`src/verilog/detp_pkg.sv`:
```
// Package with the constants shared by the debug emulator and trace port.
package detp_pkg;
   // ------------------------------------------------------------
   // Register map and fields
   // ------------------------------------------------------------
   localparam logic [11:0] DETP_OFS_CTRL = 12'h000;
   localparam logic [11:0] DETP_OFS_STATUS = 12'h004;
   localparam logic [11:0] DETP_OFS_DBGCTL = 12'h008;
   localparam int DETP_CTRL_TRACE_EN = 0;
   localparam int DETP_CTRL_PC_FULL_RATE = 1;
   localparam int DETP_ST_TRACE_ACTIVE = 0;
   localparam int DETP_ST_BREAK = 1;
   localparam int DETP_ST_HALT_SEEN = 2;
   localparam int DETP_ST_BOOT_LSB = 4;
   localparam int DETP_ST_CODE_LSB = 9;
   localparam int DETP_DBGCTL_BREAK_BIT = 12;
   localparam logic [31:0] DETP_DBGCTL_RESET = 32'h0000_0000;
   // Identity word is arbitrary and names no maker.
   localparam logic [31:0] DETP_IDCODE_VALUE = 32'h1234_5001;
   // ------------------------------------------------------------
   // Test access instructions and trace codes
   // ------------------------------------------------------------
   localparam logic [3:0] DETP_IR_IDCODE = 4'h1;
   localparam logic [3:0] DETP_IR_DBGCTL = 4'h8;
   localparam logic [3:0] DETP_IR_BYPASS = 4'hf;
   localparam logic [2:0] DETP_CODE_STALL = 3'h7;
   localparam logic [2:0] DETP_CODE_JUMP_PC = 3'h6;
   localparam logic [2:0] DETP_CODE_BRANCH_NOPC = 3'h5;
   localparam logic [2:0] DETP_CODE_EXCEPTION = 3'h4;
   localparam logic [2:0] DETP_CODE_SEQUENTIAL = 3'h3;
   localparam logic [2:0] DETP_CODE_TRACE_STALL = 3'h2;
   localparam logic [2:0] DETP_CODE_TRACE_TRIGGER = 3'h1;
   localparam logic [2:0] DETP_CODE_DEBUG_RUN = 3'h0;
   // ------------------------------------------------------------
   // Timing and test access controller states
   // ------------------------------------------------------------
   localparam logic [1:0] DETP_TRACE_DIV = 2'h3;
   localparam int DETP_SYNC_WIDTH = 3;
   typedef enum logic [3:0] {
      DETP_TLR, DETP_RTI, DETP_SEL_DR, DETP_CAP_DR, DETP_SH_DR, DETP_EX1_DR, DETP_PAU_DR, DETP_EX2_DR,
      DETP_UPD_DR, DETP_SEL_IR, DETP_CAP_IR, DETP_SH_IR, DETP_EX1_IR, DETP_PAU_IR, DETP_EX2_IR, DETP_UPD_IR
   } detp_tap_e;
endpackage

```
`src/verilog/detp_sync.sv`:
```
// Two-flop synchroniser for a group of test port pins.
`timescale 1ns/1ps
module detp_sync
   import detp_pkg::*;
(
   input wire logic clk,
   input wire logic rst_n,
   input wire logic [DETP_SYNC_WIDTH-1:0] async_in,
   output logic [DETP_SYNC_WIDTH-1:0] sync_out
);
   // ------------------------------------------------------------
   // One chain per bit
   // ------------------------------------------------------------
   genvar i;
   generate
      for (i = 0; i < DETP_SYNC_WIDTH; i++)
      begin : g_bit
         logic meta_q;
         // The first stage feeds only the second, so metastability stays contained.
         always_ff @(posedge clk or negedge rst_n)
         begin
            if (!rst_n)
            begin
               meta_q <= 1'b0;
               sync_out[i] <= 1'b0;
            end
            else
            begin
               meta_q <= async_in[i];
               sync_out[i] <= meta_q;
            end
         end
      end
   endgenerate
endmodule

```
`src/verilog/detp_trace_div.sv`:
```
// Divide-by-three slot generator and capture clock for the trace output.
`timescale 1ns/1ps
module detp_trace_div
   import detp_pkg::*;
(
   input wire logic clk,
   input wire logic rst_n,
   input wire logic run,
   output logic slot,
   output logic cap_clk
);
   logic [1:0] cnt_q;
   wire last_w = (cnt_q == DETP_TRACE_DIV - 2'h1);

   // ------------------------------------------------------------
   // Counter
   // ------------------------------------------------------------
   // Slot pulses once per three cycles; the capture clock rises one cycle after the slot.
   always_ff @(posedge clk or negedge rst_n)
   begin
      if (!rst_n)
      begin
         cnt_q <= 2'h0;
         slot <= 1'b0;
         cap_clk <= 1'b0;
      end
      else
      begin
         cnt_q <= (!run || last_w) ? 2'h0 : cnt_q + 2'h1;
         slot <= run && last_w;
         cap_clk <= run && (cnt_q == 2'h0);
      end
   end
endmodule

```
`src/verilog/detp_top.sv`:
```
// Debug emulator test port with real-time trace, boot mode capture and APB registers.
//
// Our own choices: the register offsets and the APB interface to the registers.
`timescale 1ns/1ps
module detp_top
   import detp_pkg::*;
(
   input wire logic pclk,
   input wire logic presetn,
   input wire logic [11:0] paddr,
   input wire logic psel,
   input wire logic penable,
   input wire logic pwrite,
   input wire logic [31:0] pwdata,
   output logic [31:0] prdata,
   output logic pready,
   output logic pslverr,
   input wire logic tck,
   input wire logic tms,
   input wire logic tdi,
   input wire logic trst_n,
   output logic tdo_o,
   output logic tdo_oe,
   output logic trace_capture_clock,
   input wire logic [4:0] trace_status_bus_i,
   output logic [4:0] trace_status_bus_o,
   output logic [4:0] trace_status_bus_oe,
   input wire logic cold_reset_n,
   input wire logic debug_boot_in,
   input wire logic [2:0] core_code,
   input wire logic core_debug_mode,
   input wire logic [31:0] core_pc,
   output logic [4:0] boot_mode_bit,
   output logic debug_exception_req,
   output logic reset_exception_req,
   output logic debug_break_flag,
   output logic emulator_halt
);
   // ------------------------------------------------------------
   // Pin synchronisation and edge detection
   // ------------------------------------------------------------
   logic [DETP_SYNC_WIDTH-1:0] pins_s;
   logic tck_prev_q;
   logic cold_prev_q;
   // Test clock, mode select and data are foreign to pclk and pass two flops first.
   detp_sync u_sync (
      .clk(pclk),
      .rst_n(presetn),
      .async_in({tdi, tms, tck}),
      .sync_out(pins_s)
   );
   wire tck_s = pins_s[0];
   wire tms_s = pins_s[1];
   wire tdi_s = pins_s[2];
   wire tck_rise = tck_s && !tck_prev_q;
   wire tck_fall = !tck_s && tck_prev_q;
   wire cold_rise = cold_reset_n && !cold_prev_q;
   // The test reset clears the debug unit, including emulator_halt and, a cycle later, debug_break_flag, but no other core-facing output.
   wire dbg_rst_n = presetn && trst_n;

   always_ff @(posedge pclk or negedge presetn)
   begin
      if (!presetn)
      begin
         tck_prev_q <= 1'b0;
         cold_prev_q <= 1'b0;
      end
      else
      begin
         tck_prev_q <= tck_s;
         cold_prev_q <= cold_reset_n;
      end
   end

   // ------------------------------------------------------------
   // Test access controller
   // ------------------------------------------------------------
   detp_tap_e tap_q;
   detp_tap_e tap_d;
   logic [3:0] ir_q;
   logic [3:0] ir_sr_q;
   logic [31:0] dr_sr_q;
   logic bypass_q;
   logic [31:0] dbgctl_q;

   function automatic detp_tap_e tap_next(input detp_tap_e s, input logic m);
      case (s)
         DETP_TLR: tap_next = m ? DETP_TLR : DETP_RTI;
         DETP_RTI: tap_next = m ? DETP_SEL_DR : DETP_RTI;
         DETP_SEL_DR: tap_next = m ? DETP_SEL_IR : DETP_CAP_DR;
         DETP_CAP_DR: tap_next = m ? DETP_EX1_DR : DETP_SH_DR;
         DETP_SH_DR: tap_next = m ? DETP_EX1_DR : DETP_SH_DR;
         DETP_EX1_DR: tap_next = m ? DETP_UPD_DR : DETP_PAU_DR;
         DETP_PAU_DR: tap_next = m ? DETP_EX2_DR : DETP_PAU_DR;
         DETP_EX2_DR: tap_next = m ? DETP_UPD_DR : DETP_SH_DR;
         DETP_UPD_DR: tap_next = m ? DETP_SEL_DR : DETP_RTI;
         DETP_SEL_IR: tap_next = m ? DETP_TLR : DETP_CAP_IR;
         DETP_CAP_IR: tap_next = m ? DETP_EX1_IR : DETP_SH_IR;
         DETP_SH_IR: tap_next = m ? DETP_EX1_IR : DETP_SH_IR;
         DETP_EX1_IR: tap_next = m ? DETP_UPD_IR : DETP_PAU_IR;
         DETP_PAU_IR: tap_next = m ? DETP_EX2_IR : DETP_PAU_IR;
         DETP_EX2_IR: tap_next = m ? DETP_UPD_IR : DETP_SH_IR;
         DETP_UPD_IR: tap_next = m ? DETP_SEL_DR : DETP_RTI;
         default: tap_next = DETP_TLR;
      endcase
   endfunction

   // Mode select is only looked at on a test clock rise.
   always_comb
   begin
      tap_d = tap_q;
      if (tck_rise)
      begin
         tap_d = tap_next(tap_q, tms_s);
      end
   end

   wire sel_dbgctl = (ir_q == DETP_IR_DBGCTL);
   wire sel_idcode = (ir_q == DETP_IR_IDCODE);
   wire sh_dr = (tap_q == DETP_SH_DR);
   wire sh_ir = (tap_q == DETP_SH_IR);
   wire dr_lsb = (sel_dbgctl || sel_idcode) ? dr_sr_q[0] : bypass_q;
   wire [31:0] dr_capture = sel_dbgctl ? dbgctl_q : DETP_IDCODE_VALUE;
   wire dbgctl_upd = tck_rise && (tap_q == DETP_UPD_DR) && sel_dbgctl;

   always_ff @(posedge pclk or negedge dbg_rst_n)
   begin
      if (!dbg_rst_n)
      begin
         tap_q <= DETP_TLR;
      end
      else
      begin
         tap_q <= tap_d;
      end
   end

   // Shift paths: the selected register moves one bit per test clock rise.
   always_ff @(posedge pclk or negedge dbg_rst_n)
   begin
      if (!dbg_rst_n)
      begin
         ir_q <= DETP_IR_IDCODE;
         ir_sr_q <= 4'h0;
         dr_sr_q <= 32'h0000_0000;
         bypass_q <= 1'b0;
      end
      else if (tck_rise)
      begin
         if (tap_q == DETP_TLR)
            ir_q <= DETP_IR_IDCODE;
         else if (tap_q == DETP_UPD_IR)
            ir_q <= ir_sr_q;
         if (tap_q == DETP_CAP_IR)
            ir_sr_q <= 4'h1;
         else if (sh_ir)
            ir_sr_q <= {tdi_s, ir_sr_q[3:1]};
         if (tap_q == DETP_CAP_DR)
         begin
            dr_sr_q <= dr_capture;
            bypass_q <= 1'b0;
         end
         else if (sh_dr)
         begin
            dr_sr_q <= {tdi_s, dr_sr_q[31:1]};
            bypass_q <= tdi_s;
         end
      end
   end

   // Debug control: the boot level sets the break bit and wins over an update.
   wire [31:0] dbgctl_upd_val = dbgctl_upd ? dr_sr_q : dbgctl_q;
   wire [31:0] dbgctl_set = {19'h0, debug_boot_in, 12'h000};
   always_ff @(posedge pclk or negedge dbg_rst_n)
   begin
      if (!dbg_rst_n)
      begin
         dbgctl_q <= DETP_DBGCTL_RESET;
      end
      else
      begin
         dbgctl_q <= dbgctl_upd_val | dbgctl_set;
      end
   end

   // ------------------------------------------------------------
   // Trace mode control and emulator interrupt
   // ------------------------------------------------------------
   logic trace_en_q;
   logic pc_full_rate_q;
   logic halt_seen_q;
   logic slot;
   logic cap_clk;
   logic apb_wr;
   logic [31:0] apb_wdata;
   logic [11:0] apb_addr;
   wire ctrl_wr = apb_wr && (apb_addr == DETP_OFS_CTRL);
   wire status_wr = apb_wr && (apb_addr == DETP_OFS_STATUS);
   // An active-low serial input in trace mode stops trace and returns to run time.
   wire emulator_interrupt_n_hit = trace_en_q && !tdi_s;

   // A software enable in the same cycle as the interrupt wins.
   always_ff @(posedge pclk or negedge dbg_rst_n)
   begin
      if (!dbg_rst_n)
      begin
         trace_en_q <= 1'b0;
         pc_full_rate_q <= 1'b0;
         halt_seen_q <= 1'b0;
         emulator_halt <= 1'b0;
      end
      else
      begin
         if (ctrl_wr)
         begin
            trace_en_q <= apb_wdata[DETP_CTRL_TRACE_EN];
            pc_full_rate_q <= apb_wdata[DETP_CTRL_PC_FULL_RATE];
         end
         else if (emulator_interrupt_n_hit)
            trace_en_q <= 1'b0;
         halt_seen_q <= emulator_interrupt_n_hit || (halt_seen_q && !(status_wr && apb_wdata[DETP_ST_HALT_SEEN]));
         emulator_halt <= emulator_interrupt_n_hit;
      end
   end

   detp_trace_div u_div (
      .clk(pclk),
      .rst_n(dbg_rst_n),
      .run(trace_en_q),
      .slot(slot),
      .cap_clk(cap_clk)
   );

   // ------------------------------------------------------------
   // Trace program counter and status code
   // ------------------------------------------------------------
   logic [31:0] pc_sr_q;
   logic [5:0] pc_left_q;
   logic [2:0] code_q;
   wire [2:0] code_now = core_debug_mode ? DETP_CODE_DEBUG_RUN : core_code;
   wire pc_load = slot && ((code_now == DETP_CODE_JUMP_PC) || (code_now == DETP_CODE_EXCEPTION));
   wire pc_step = (pc_left_q != 6'h00) && (pc_full_rate_q || slot);

   // Only jump targets and exceptions are sent; sequential flow is implied.
   always_ff @(posedge pclk or negedge dbg_rst_n)
   begin
      if (!dbg_rst_n)
      begin
         pc_sr_q <= 32'h0000_0000;
         pc_left_q <= 6'h00;
         code_q <= DETP_CODE_SEQUENTIAL;
      end
      else
      begin
         if (pc_load)
         begin
            pc_sr_q <= core_pc;
            pc_left_q <= 6'h20;
         end
         else if (pc_step)
         begin
            pc_sr_q <= {1'b0, pc_sr_q[31:1]};
            pc_left_q <= pc_left_q - 6'h01;
         end
         if (slot)
            code_q <= code_now;
      end
   end

   // ------------------------------------------------------------
   // Serial output pin
   // ------------------------------------------------------------
   // Test data moves on the falling test clock; trace drives the pin every cycle.
   always_ff @(posedge pclk or negedge dbg_rst_n)
   begin
      if (!dbg_rst_n)
      begin
         tdo_o <= 1'b0;
         tdo_oe <= 1'b0;
      end
      else if (trace_en_q)
      begin
         tdo_o <= pc_sr_q[0];
         tdo_oe <= 1'b1;
      end
      else if (tck_fall)
      begin
         tdo_o <= sh_ir ? ir_sr_q[0] : dr_lsb;
         tdo_oe <= sh_ir || sh_dr;
      end
   end

   // ------------------------------------------------------------
   // Boot mode, status pins and reset exception choice
   // ------------------------------------------------------------
   // Pins stay undriven in cold reset so the board can present boot straps.
   always_ff @(posedge pclk or negedge presetn)
   begin
      if (!presetn)
      begin
         boot_mode_bit <= 5'h00;
         trace_status_bus_o <= 5'h00;
         trace_status_bus_oe <= 5'h00;
         trace_capture_clock <= 1'b0;
         debug_exception_req <= 1'b0;
         reset_exception_req <= 1'b0;
         debug_break_flag <= 1'b0;
      end
      else
      begin
         if (cold_rise)
            boot_mode_bit <= trace_status_bus_i;
         trace_status_bus_o <= {2'b00, code_q};
         trace_status_bus_oe <= {2'b00, {3{cold_reset_n}}};
         trace_capture_clock <= cap_clk;
         // The level at the end of reset decides; nothing about it is held.
         debug_exception_req <= cold_rise && debug_boot_in;
         reset_exception_req <= cold_rise && !debug_boot_in;
         debug_break_flag <= dbgctl_q[DETP_DBGCTL_BREAK_BIT];
      end
   end

   // ------------------------------------------------------------
   // APB slave
   // ------------------------------------------------------------
   wire setup = psel && !penable;
   wire known = (paddr == DETP_OFS_CTRL) || (paddr == DETP_OFS_STATUS) || (paddr == DETP_OFS_DBGCTL);
   wire [31:0] status_w = {20'h0, code_q, boot_mode_bit, 1'b0, halt_seen_q, dbgctl_q[DETP_DBGCTL_BREAK_BIT],
      trace_en_q};
   wire [31:0] rd_mux = (paddr == DETP_OFS_CTRL) ? {30'h0, pc_full_rate_q, trace_en_q} :
      (paddr == DETP_OFS_STATUS) ? status_w : (paddr == DETP_OFS_DBGCTL) ? dbgctl_q : 32'h0000_0000;
   assign apb_wr = psel && penable && pready && pwrite && !pslverr;
   assign apb_wdata = pwdata;
   assign apb_addr = paddr;

   // Read data is taken at setup so every answer comes from a flop with no wait state.
   always_ff @(posedge pclk or negedge presetn)
   begin
      if (!presetn)
      begin
         prdata <= 32'h0000_0000;
         pready <= 1'b0;
         pslverr <= 1'b0;
      end
      else
      begin
         pready <= setup;
         pslverr <= setup && !known;
         if (setup)
            prdata <= rd_mux;
      end
   end
endmodule

```
`config.mk`:
```
export PLATFORM = sky130hd
export DESIGN_NAME = detp_top
export DESIGN_NICKNAME = d
export VERILOG_FILES = /design/src/verilog/detp_pkg.sv /design/src/verilog/detp_sync.sv /design/src/verilog/detp_trace_div.sv /design/src/verilog/detp_top.sv
export SDC_FILE = /design/constraint.sdc
export NUM_CORES = 1
export LEC_CHECK = 0
export ABC_AREA = 0
export ABC_CLOCK_PERIOD_IN_PS = 5950
export BUFFER_PORTS_ARGS = -buffer_cell sky130_fd_sc_hd__buf_2
export CORE_MARGIN = 4
export CORE_UTILIZATION = 50
export CTS_CLUSTER_SIZE = 24
export DETAILED_ROUTE_END_ITERATION = 7
export GPL_TIMING_DRIVEN = 0
export PLACE_DENSITY = 0.83
export RECOVER_POWER = 50
export SYNTH_ARGS = -nofsm -noshare
export SYNTH_HDL_FRONTEND = slang
export SYNTH_SLANG_ARGS = --single-unit
```
`constraint.sdc`:
```
create_clock -name pclk -period 5.95 [get_ports pclk]
set_clock_uncertainty 0.05 [all_clocks]
set_input_delay 0.2975 -clock pclk [delete_from_list [all_inputs] [get_ports pclk]]
set_output_delay 0.2975 -clock pclk [all_outputs]
set_load 0.05 [all_outputs]
```
== Word level (Yosys, flattened, before mapping) ==
Cells that the tools add are included.
Storage, ports and cells
  logic and storage cells: 158
  latch bits: 0
  input port bits: 96
  output and inout bits: 56
  bits in registers: 183
  memory bits (read-only): 0
  memories: 0
  bits in writable memories: 0
Cells by class
  muxes and demuxes: 40
  add/sub/neg operators: 2
  divide/modulo/power cells: 0
  eq/ne operators: 22
  reduce and logical (&&, ||, !) cells: 57
  bitwise logic cells: 1
  multipliers: 0
  shift operators: 0
  magnitude comparators: 0
Operators with widths (number)
  32-bit two-way mux: 9
  4-bit one-hot mux with 12 select lines: 1
  4-bit equality test (second input constant): 9
  4-bit two-way mux: 8
  32-bit by 13-bit bitwise OR with 32-bit output: 1
  1-bit logical AND: 23
  4-bit by 3-bit equality test with 1-bit output (second input constant): 4
  1-bit two-way mux: 13
  12-bit by 3-bit equality test with 1-bit output (second input constant): 1
  12-bit by 4-bit equality test with 1-bit output (second input constant): 1
  12-bit logical NOT: 1
  6-bit two-way mux: 2
  2-bit nonzero test: 6
  1-bit logical NOT: 10
  3-bit two-way mux: 3
  4-bit by 1-bit equality test with 1-bit output (second input constant): 2
  4-bit by 2-bit equality test with 1-bit output (second input constant): 2
  1-bit logical OR: 8
  2-bit two-way mux: 4
  3-bit equality test (second input constant): 2
  2-bit AND reduction: 3
  6-bit nonzero test: 1
  6-bit by 1-bit subtractor with 6-bit output (second input constant): 1
  4-bit logical NOT: 1
  5 further kinds: 6

== Depth between registers and ports, before layout ==
Gate-level depths: netlist of the first run.
  depth in word-level cells: 9
  depth in mapped cells: 8
  depth with buffers taken out: 6

== Hierarchy ==
A second synthesis of the first run with hierarchy kept.
Unflattened totals
  cells, all modules: 831
  area, all modules: 7861.3 um^2
By module, submodules not included
  detp_top: area each 7543.5 um^2, instances 1, seq. area each 4307.9 um^2, cells an instance 813
  detp_trace_div: area each 167.7 um^2, instances 1, seq. area each 100.1 um^2, cells an instance 12
  detp_sync: area each 150.1 um^2, instances 1, seq. area each 150.1 um^2, cells an instance 6

== Least setup slack after synthesis of the first run ==
Ideal clock, no wire load.
  kind: reg-to-reg
  from: register pc_left_q[2]
  to: register pc_sr_q[10]
  slack: 4.205 ns
  setup time: 0.123 ns
  period minus slack after synthesis: 1.745 ns
  required time: 5.777 ns
  cell stages (with the launch flop): 7
  buffers on the path: 2
  arrival time: 1.572 ns
  cells stage by stage: dfrtp_1 -> or3_4 -> o32a_1 -> buf_2 -> buf_6 -> a21oi_1 -> a21oi_1
Between the ends
  cells in the longest elaborated chain, start to end: 3
RTL lines
  start, declared: RTL line detp_top.sv:238  | logic [5:0] pc_left_q;
  start signal, assigned: RTL line detp_top.sv:263  | pc_left_q <= pc_left_q - 6'h01;
  6-bit nonzero test: RTL line detp_top.sv:242  | wire pc_step = (pc_left_q != 6'h00) && (pc_full_rate_q || slot);
  1-bit logical AND: RTL line detp_top.sv:242
  2-bit nonzero test (no source line)
  end signal, assigned: RTL line detp_top.sv:257  | pc_sr_q <= core_pc;
  end signal, assigned: RTL line detp_top.sv:262  | pc_sr_q <= {1'b0, pc_sr_q[31:1]};
  end, declared: RTL line detp_top.sv:237  | logic [31:0] pc_sr_q;
Every way passes these cells.
A chain may end at the register's enable or synchronous reset.

== Worst setup path after layout of the first run ==
  from: register tap_q[3]
  to: register dr_sr_q[16]
Between the ends
  cells in the longest elaborated chain, start to end: 3
  elaborated cells between the ends (all ways): 5
  those cells by class: eq/ne: 2; mux: 1; reduce/logical: 2
RTL lines
  start, declared: RTL line detp_top.sv:78  | detp_tap_e tap_q;
  start signal, assigned: RTL line detp_top.sv:134  | tap_q <= tap_d;
  4-bit by 3-bit equality test with 1-bit output or 4-bit by 2-bit equality test with 1-bit output (tied branches): RTL line detp_top.sv:120, detp_top.sv:158
  2-bit nonzero test (no source line)
  2-bit AND reduction (no source line)
  end signal, assigned: RTL line detp_top.sv:160  | dr_sr_q <= dr_capture;
  end signal, assigned: RTL line detp_top.sv:165  | dr_sr_q <= {tdi_s, dr_sr_q[31:1]};
  end, declared: RTL line detp_top.sv:82  | logic [31:0] dr_sr_q;
Several ways; a longest one is shown, not always the timed one.

==> results of run 1 <==
[per-stage QoR]
| stage | area (um^2) | power (mW) | hold WS [ns] | setup TNS (ns) | setup WS (ns) |
|---|---|---|---|---|---|
| after floorplan | 7900 | 1.76 | -0.0481 | 0 | 1.54 |
| after global placement | 8750 | 1.88 | 0.283 | -136.13 | -1.10 |
| after detailed placement | 8780 | 1.90 | 0.287 | 0 | 3.31 |
| after CTS | 9470 | 3.10 | 0.00423 | 0 | 3.78 |
| after global routing | 9380 | 3.22 | 0.0145 | 0 | 3.10 |
| final | 9380 | 3.08 | 0.0150 | 0 | 3.38 |
[layout make-up]
class / instances / area (um^2) / area share [%]
Tap cell: 211 / 264 / 2.81
Clock buffer: 18 / 439 / 4.68
Multi-Input combinational cell: 575 / 2940 / 31.4
Timing Repair Buffer: 124 / 609 / 6.50
Buffer: 65 / 309 / 3.29
Sequential cell: 182 / 4560 / 48.6
Inverter: 16 / 60.1 / 0.640
Clock inverter: 14 / 199 / 2.12
[routing by layer]
metal / vias up / track usage (%) / part of all wire [%]
li1: 3127 / - / -
met1: 3054 / 27.1 / 44
met2: 201 / 33.0 / 48
met3: 17 / 5.29 / 6.3
met4: 0 / 4.97 / 1.2
met5: - / 0 / 0
[worst max-delay path by stage]
| stage | start | endpoint |
|---|---|---|
| after floorplan | trst_n | bypass_q$_DFFE_PN0P_ |
| after global placement | presetn | dbgctl_q[24]$_DFFE_PN0N_ |
| after detailed placement | presetn | code_q[1]$_DFFE_PN1P_ |
| after CTS | presetn | code_q[1]$_DFFE_PN1P_ |
| after global routing | tap_q[3]$_DFFE_PN0P_ | dr_sr_q[19]$_DFFE_PN0P_ |
| final | tap_q[3]$_DFFE_PN0P_ | dr_sr_q[16]$_DFFE_PN0P_ |
[power by group through the flow]
stage | Combinational (mW) | Clock, mW | Sequential, mW
after floorplan | 0.311 | 0 | 1.45
after global placement | 0.462 | 0 | 1.42
after detailed placement | 0.476 | 0 | 1.43
after CTS | 0.483 | 1.21 | 1.40
after global routing | 0.537 | 1.27 | 1.41
final | 0.475 | 1.20 | 1.40
[cell families after synthesis]
family,Yosys count
buffers and inverters,81
AOI/OAI and AO/OA,218
DFF,182
adders and majority gates,3
other,1
and+or+nand+nor,336
muxes,11
xor gates and xnor gates,3
[worst max-delay path, stage by stage, from the launching register on]
cell      delay, ns
dfrtp_1        0.36
clkbuf_1       0.18
and4bb_2       0.32
clkbuf_1       0.41
and2_0         0.19
clkbuf_1       0.24
clkbuf_1       0.42
a22oi_1        0.13
o21ai_0        0.19
[cells in the final DEF, fill, tap and decap left out, types with 4 or more instances in the layout]
cell | netlist | routed
nand2_1 | 227 | 227
dfrtp_1 | 179 | 179
clkbuf_1 | 31 | 97
a21oi_1 | 72 | 72
buf_2 | 15 | 70
o21ai_0 | 65 | 65
nor2_1 | 46 | 46
a22oi_1 | 32 | 32
clkbuf_16 | 0 | 17
inv_1 | 16 | 16
nor2b_1 | 12 | 12
o31ai_1 | 12 | 12
o22ai_1 | 11 | 11
nand3_1 | 10 | 10
buf_4 | 11 | 10
mux2_2 | 7 | 7
nor3_1 | 6 | 6
nand3b_1 | 6 | 6
dlygate4sd3_1 | 0 | 6
nor4_1 | 4 | 4
a22o_1 | 4 | 4
mux2i_1 | 4 | 4
conb_1 | 1 | 4
clkinv_2 | 0 | 4
bufinv_16 | 0 | 4
[registers in the layout, indices dropped and copies added, names as in the netlist, 4 cells and up]
name,flops
dbgctl_q,32
dr_sr_q,32
prdata,32
boot_mode_bit,5
ir_q,4
pc_left_q,6
ir_sr_q,4
tap_q,4
pc_sr_q,32
==> qor.yml, run 1 <==
clock_latency_ns: 0.43
place_congestion: 0.800
ys_ff_latch: 182
synthCells: 835
syn_area_um2: 7890
drc: 0
num_antenna_cells: 0
fin_crit_sh_pct: 43.2
cts_resized: 0
io_buffers: 117
reg2reg_to: "dr_sr_q[16]$_DFFE_PN0P_"
intPower_mw: 2.22
required_ns: 6.24
slew_viol_final: 0
peakVddDrop_mv: 0.232
synthTopCellsByArea: "dfrtp_1 57%, nand2_1 11%, a21oi_1 4.6%"
drtAntennaViolNets: 0
status: "finished, final reports clean"
dieArea_um2: 17900
syn_avg_cell_area_um2: 9.45
numCtsBuffers: 17
synth_flop_cell: "dfrtp_1"
cp.arrival_ns: 2.86
muxShareOfSynthArea_pct: 1.51
htreeDepth: 4
grt_usage_pct: 20.1
hold_violations: 0
wire_per_inst_um: 14.5
grt_pass1_vias: 6221
die_x_um: 134
min_from: "debug_boot_in"
dp_hpwl_mm: 12.2
vias: 6399
ctsHoldBuffers: 5
seq_power_share_pct: 45.6
maxSlewHeadroom_pct: 39.9
yosys.area_share.simple_pct: 18.4
fillerInstances: 1323
viasPerCell: 5.31
holdPathEnd: "reset_exception_req$_DFF_PN0_"
core-area_um2: 15300
r2r_setup_slack_ns: 3.38
finalSetupViolCount: 0
p_clk_share_pct: 38.9
rsz0062_at_grt: "no"
power.density_nw_per_um2: 328
clk_pin_slew_worst_paths_ns: 0.07
start_util_pct: 51.5
r2r-start: "tap_q[3]$_DFFE_PN0P_"
cts_sinks: 182
hold_class: "input port to flop"
rr_worst_depth: 8
pin_count: 152
ys_seq_area_share_pct: 57.8
power_leakage_nw: 4.34
rows: 45
die_y_um: 134
synth_top_family_by_area: "simple AND/OR/NAND/NOR gates"
whs_path_depth: 2
async_flop_share_pct: 100
clock_path_buffers: 2
startpoint_type: "flop"
pwr-share-comb_pct: 15.4
worst-setup-path-type: "flop to flop"
fin_nets: 1080
cts_tree: "built"
synth_cell_type_count: 57
fin_crit_ns: 2.57
fmax_ghz: 0.389
synthAdderAreaFrac_pct: 0.476
synthTopCellsByCount: "227 x nand2_1, 179 x dfrtp_1, 72 x a21oi_1"
finish.utilization_pct: 61.3
synth_area_leader_cell: "dfrtp_1"
antenna_found_initial: 0
wirelength_mm: 17.5
post-synth-top-count-cell: "nand2_1"
synth_xor_area_share_pct: 0.333
area_growth_pct: 18.8
switching_share_pct: 27.8
post_cts_buffers: 0
drive_gt1_share_pct: 13.2
gr-total-overflow: 0
synth-compound-area-share_pct: 16.5
grt_pass1_wl_mm: 29.5
cp-end-kind: "flop"
first_iter_violations: 574
p_switching_mw: 0.855
firstDrtPassIters: 6
fin_cells: 1205
ys_warn_count: 0
path_max_fanout: 10
dp.cells: 1167
synth_edf_count: 0
root_buffer: "clkbuf_16"
synth_top_area_share_pct: 56.8
grt_max_degree: 69
max_cap_viol_count: 0
worst_pin_slew_ns: 0.902
No activity file was read; power rests on OpenSTA's default activity.
==> run 2: changes to the inputs <==
--- a/config.mk
+++ b/config.mk
@@ -6,14 +6,14 @@
 export NUM_CORES = 1
 export LEC_CHECK = 0
 export ABC_AREA = 0
-export ABC_CLOCK_PERIOD_IN_PS = 5950
+export ABC_CLOCK_PERIOD_IN_PS = 2100
 export BUFFER_PORTS_ARGS = -buffer_cell sky130_fd_sc_hd__buf_2
 export CORE_MARGIN = 4
 export CORE_UTILIZATION = 50
 export CTS_CLUSTER_SIZE = 24
 export DETAILED_ROUTE_END_ITERATION = 7
 export GPL_TIMING_DRIVEN = 0
-export PLACE_DENSITY = 0.83
+export PLACE_DENSITY = 0.86
 export RECOVER_POWER = 50
 export SYNTH_ARGS = -nofsm -noshare
 export SYNTH_HDL_FRONTEND = slang
==> constraint.sdc (replaced) <==
create_clock -name pclk -period 2.1 [get_ports pclk]
set_clock_uncertainty 0.05 [all_clocks]
set_input_delay 0.105 -clock pclk [delete_from_list [all_inputs] [get_ports pclk]]
set_output_delay 0.105 -clock pclk [all_outputs]
set_load 0.05 [all_outputs]
==> qor.yml, run 2 (synthesized netlist as in run 1, its figures left out) <==
slew_viol_final: 0
intPower_mw: 6.66
fin_nets: 1129
critPathBufInv: 2
hold_violations: 0
startpoint_type: "flop"
dp_hpwl_mm: 12.6
finish.utilization_pct: 65.1
p_clk_share_pct: 40.3
cp-end-kind: "flop"
numCtsBuffers: 17
power.density_nw_per_um2: 912
hold_slack_ns: 0.0341
r2r-start: "pc_left_q[2]$_DFFE_PN0P_"
dp.cells: 1168
min_from: "paddr[8]"
crit_family: "compound AO/OA/AOI/OAI gates"
maxSlewHeadroom_pct: 50.4
die_y_um: 134
cp.arrival_ns: 2.26
hold_class: "input port to flop"
seqCellArea_um2: 4560
drtAntennaViolNets: 0
reg2reg_to: "pc_sr_q[27]$_DFFE_PN0P_"
worst_pin_slew_ns: 0.738
clock_latency_ns: 0.42
final_cell_mix: "227 x nand2_1, 179 x dfrtp_1, 88 x clkbuf_1"
fin_crit_ns: 2.02
cts_tree: "built"
path_max_fanout: 10
rr_worst_depth: 6
multi_input_area_um2: 2960
grt_pass1_wl_mm: 32.8
cts_sinks: 182
required_ns: 2.34
slowest_stage: "or3_4"
rows: 45
fin_crit_sh_pct: 96.0
start_util_pct: 51.5
grt_usage_pct: 22.7
dieArea_um2: 17900
die_x_um: 134
place_congestion: 0.834
finalSetupTns_ns: 0
antenna_found_initial: 0
power_leakage_nw: 4.60
rsz0062_at_grt: "no"
crit_chain: "or3_4 -> o32a_1 -> clkbuf_1 -> buf_6 -> a21oi_1 -> a21oi_1"
seq_power_share_pct: 43.8
core-area_um2: 15300
status: "finished, final reports clean"
final_common_cell: "nand2_1"
peakVddDrop_mv: 0.658
fin_cells: 1253
worst_slack_ns: 0.0831
drc: 0
grt_pass1_vias: 6744
finalSetupViolCount: 0
power.total_mw: 9.09
pin_count: 152
root_buffer: "clkbuf_16"
gr-total-overflow: 0
worst-setup-path-type: "flop to flop"
firstDrtPassIters: 6
r2r_setup_slack_ns: 0.08
path_common_cell: "a21oi_1"
holdPathEnd: "prdata[3]$_DFFE_PN0P_"
io_buffers: 117
vias: 6800
viasPerCell: 5.43
clock_path_buffers: 2
area_growth_pct: 26.2
fillerInstances: 1159
grt_max_degree: 56
whs_path_depth: 4
switching_share_pct: 26.7
max_cap_viol_count: 0
pwr-share-comb_pct: 16.0
htreeDepth: 4
cpPeakStageDelay_ns: 0.43
num_antenna_cells: 0
wire_per_inst_um: 15.7
p_switching_mw: 2.43
clk_pin_slew_worst_paths_ns: 0.07
drive_gt1_share_pct: 13.8
fmax_ghz: 0.496
place_ws_ns: -0.0595
wirelength_mm: 19.7
placed_area_um2: 8800
first_iter_violations: 729
design_area_um2: 9960
[run 2: changes by cell type in the layout (fill, tap and decap cells not counted), moves of 2 or more]
cell and change:
dlygate4sd3_1 +47, clkbuf_8 +2, buf_2 +6, buf_4 +3, clkinv_2 -2, bufinv_16 +2
clkbuf_1 -9, inv_6 -2
[run 2: cell type report]
type	count	area share [%]
Buffer	65	3.34
Inverter	16	0.603
Timing Repair Buffer	173	11.1
Clock buffer	20	4.68
Sequential cell	182	45.7
Clock inverter	11	2.20
Multi-Input combinational cell	575	29.7
Tap cell	211	2.65
[run 2: timing repair]
action                                  CTS  global route
setup buffers                             0             1
hold buffers                             52             1
gates resized for setup                   0             1
endpoints found under the hold margin   140            54
endpoints found under the setup margin    0            20
[run 2: worst reg2reg max path: cells and delay by family (launching register included)]
kind            cells  cell delay (ns)
simple gates        1             0.43
buf+inv             2             0.39
flops               1             0.42
compound gates      3             0.60
[run 2: routing by layer]
metal / vias to the layer above / global-route usage, % / wire, um
li1: 3228 / - / -
met1: 3248 / 28.6 / 7990
met2: 282 / 38.3 / 9850
met3: 42 / 5.10 / 1350
met4: 0 / 9.03 / 507
met5: - / 0 / 0
[run 2: power groups by stage]
stage	combinational [mW]	sequential [mW]	clock (mW)
detailed placement	1.36	4.03	0
floorplan	0.882	4.11	0
global route	1.62	4.01	3.85
CTS	1.45	3.97	3.69
global placement	1.30	4.02	0
finish	1.45	3.98	3.66
[run 2: worst max-delay path by stage]
stage	cells after the start	slack, ns	end	start
floorplan	6	0.36	pc_sr_q[10]$_DFFE_PN0P_	pc_left_q[2]$_DFFE_PN0P_
global placement	2	-0.85	dbgctl_q[28]$_DFFE_PN0N_	presetn
detailed placement	5	-0.06	pc_full_rate_q$_DFFE_PN0P_	paddr[1]
CTS	6	0.12	dbgctl_q[22]$_DFFE_PN0N_	tap_q[0]$_DFFE_PN0P_
global route	5	0.01	pc_sr_q[27]$_DFFE_PN0P_	pc_left_q[2]$_DFFE_PN0P_
finish	6	0.08	pc_sr_q[27]$_DFFE_PN0P_	pc_left_q[2]$_DFFE_PN0P_
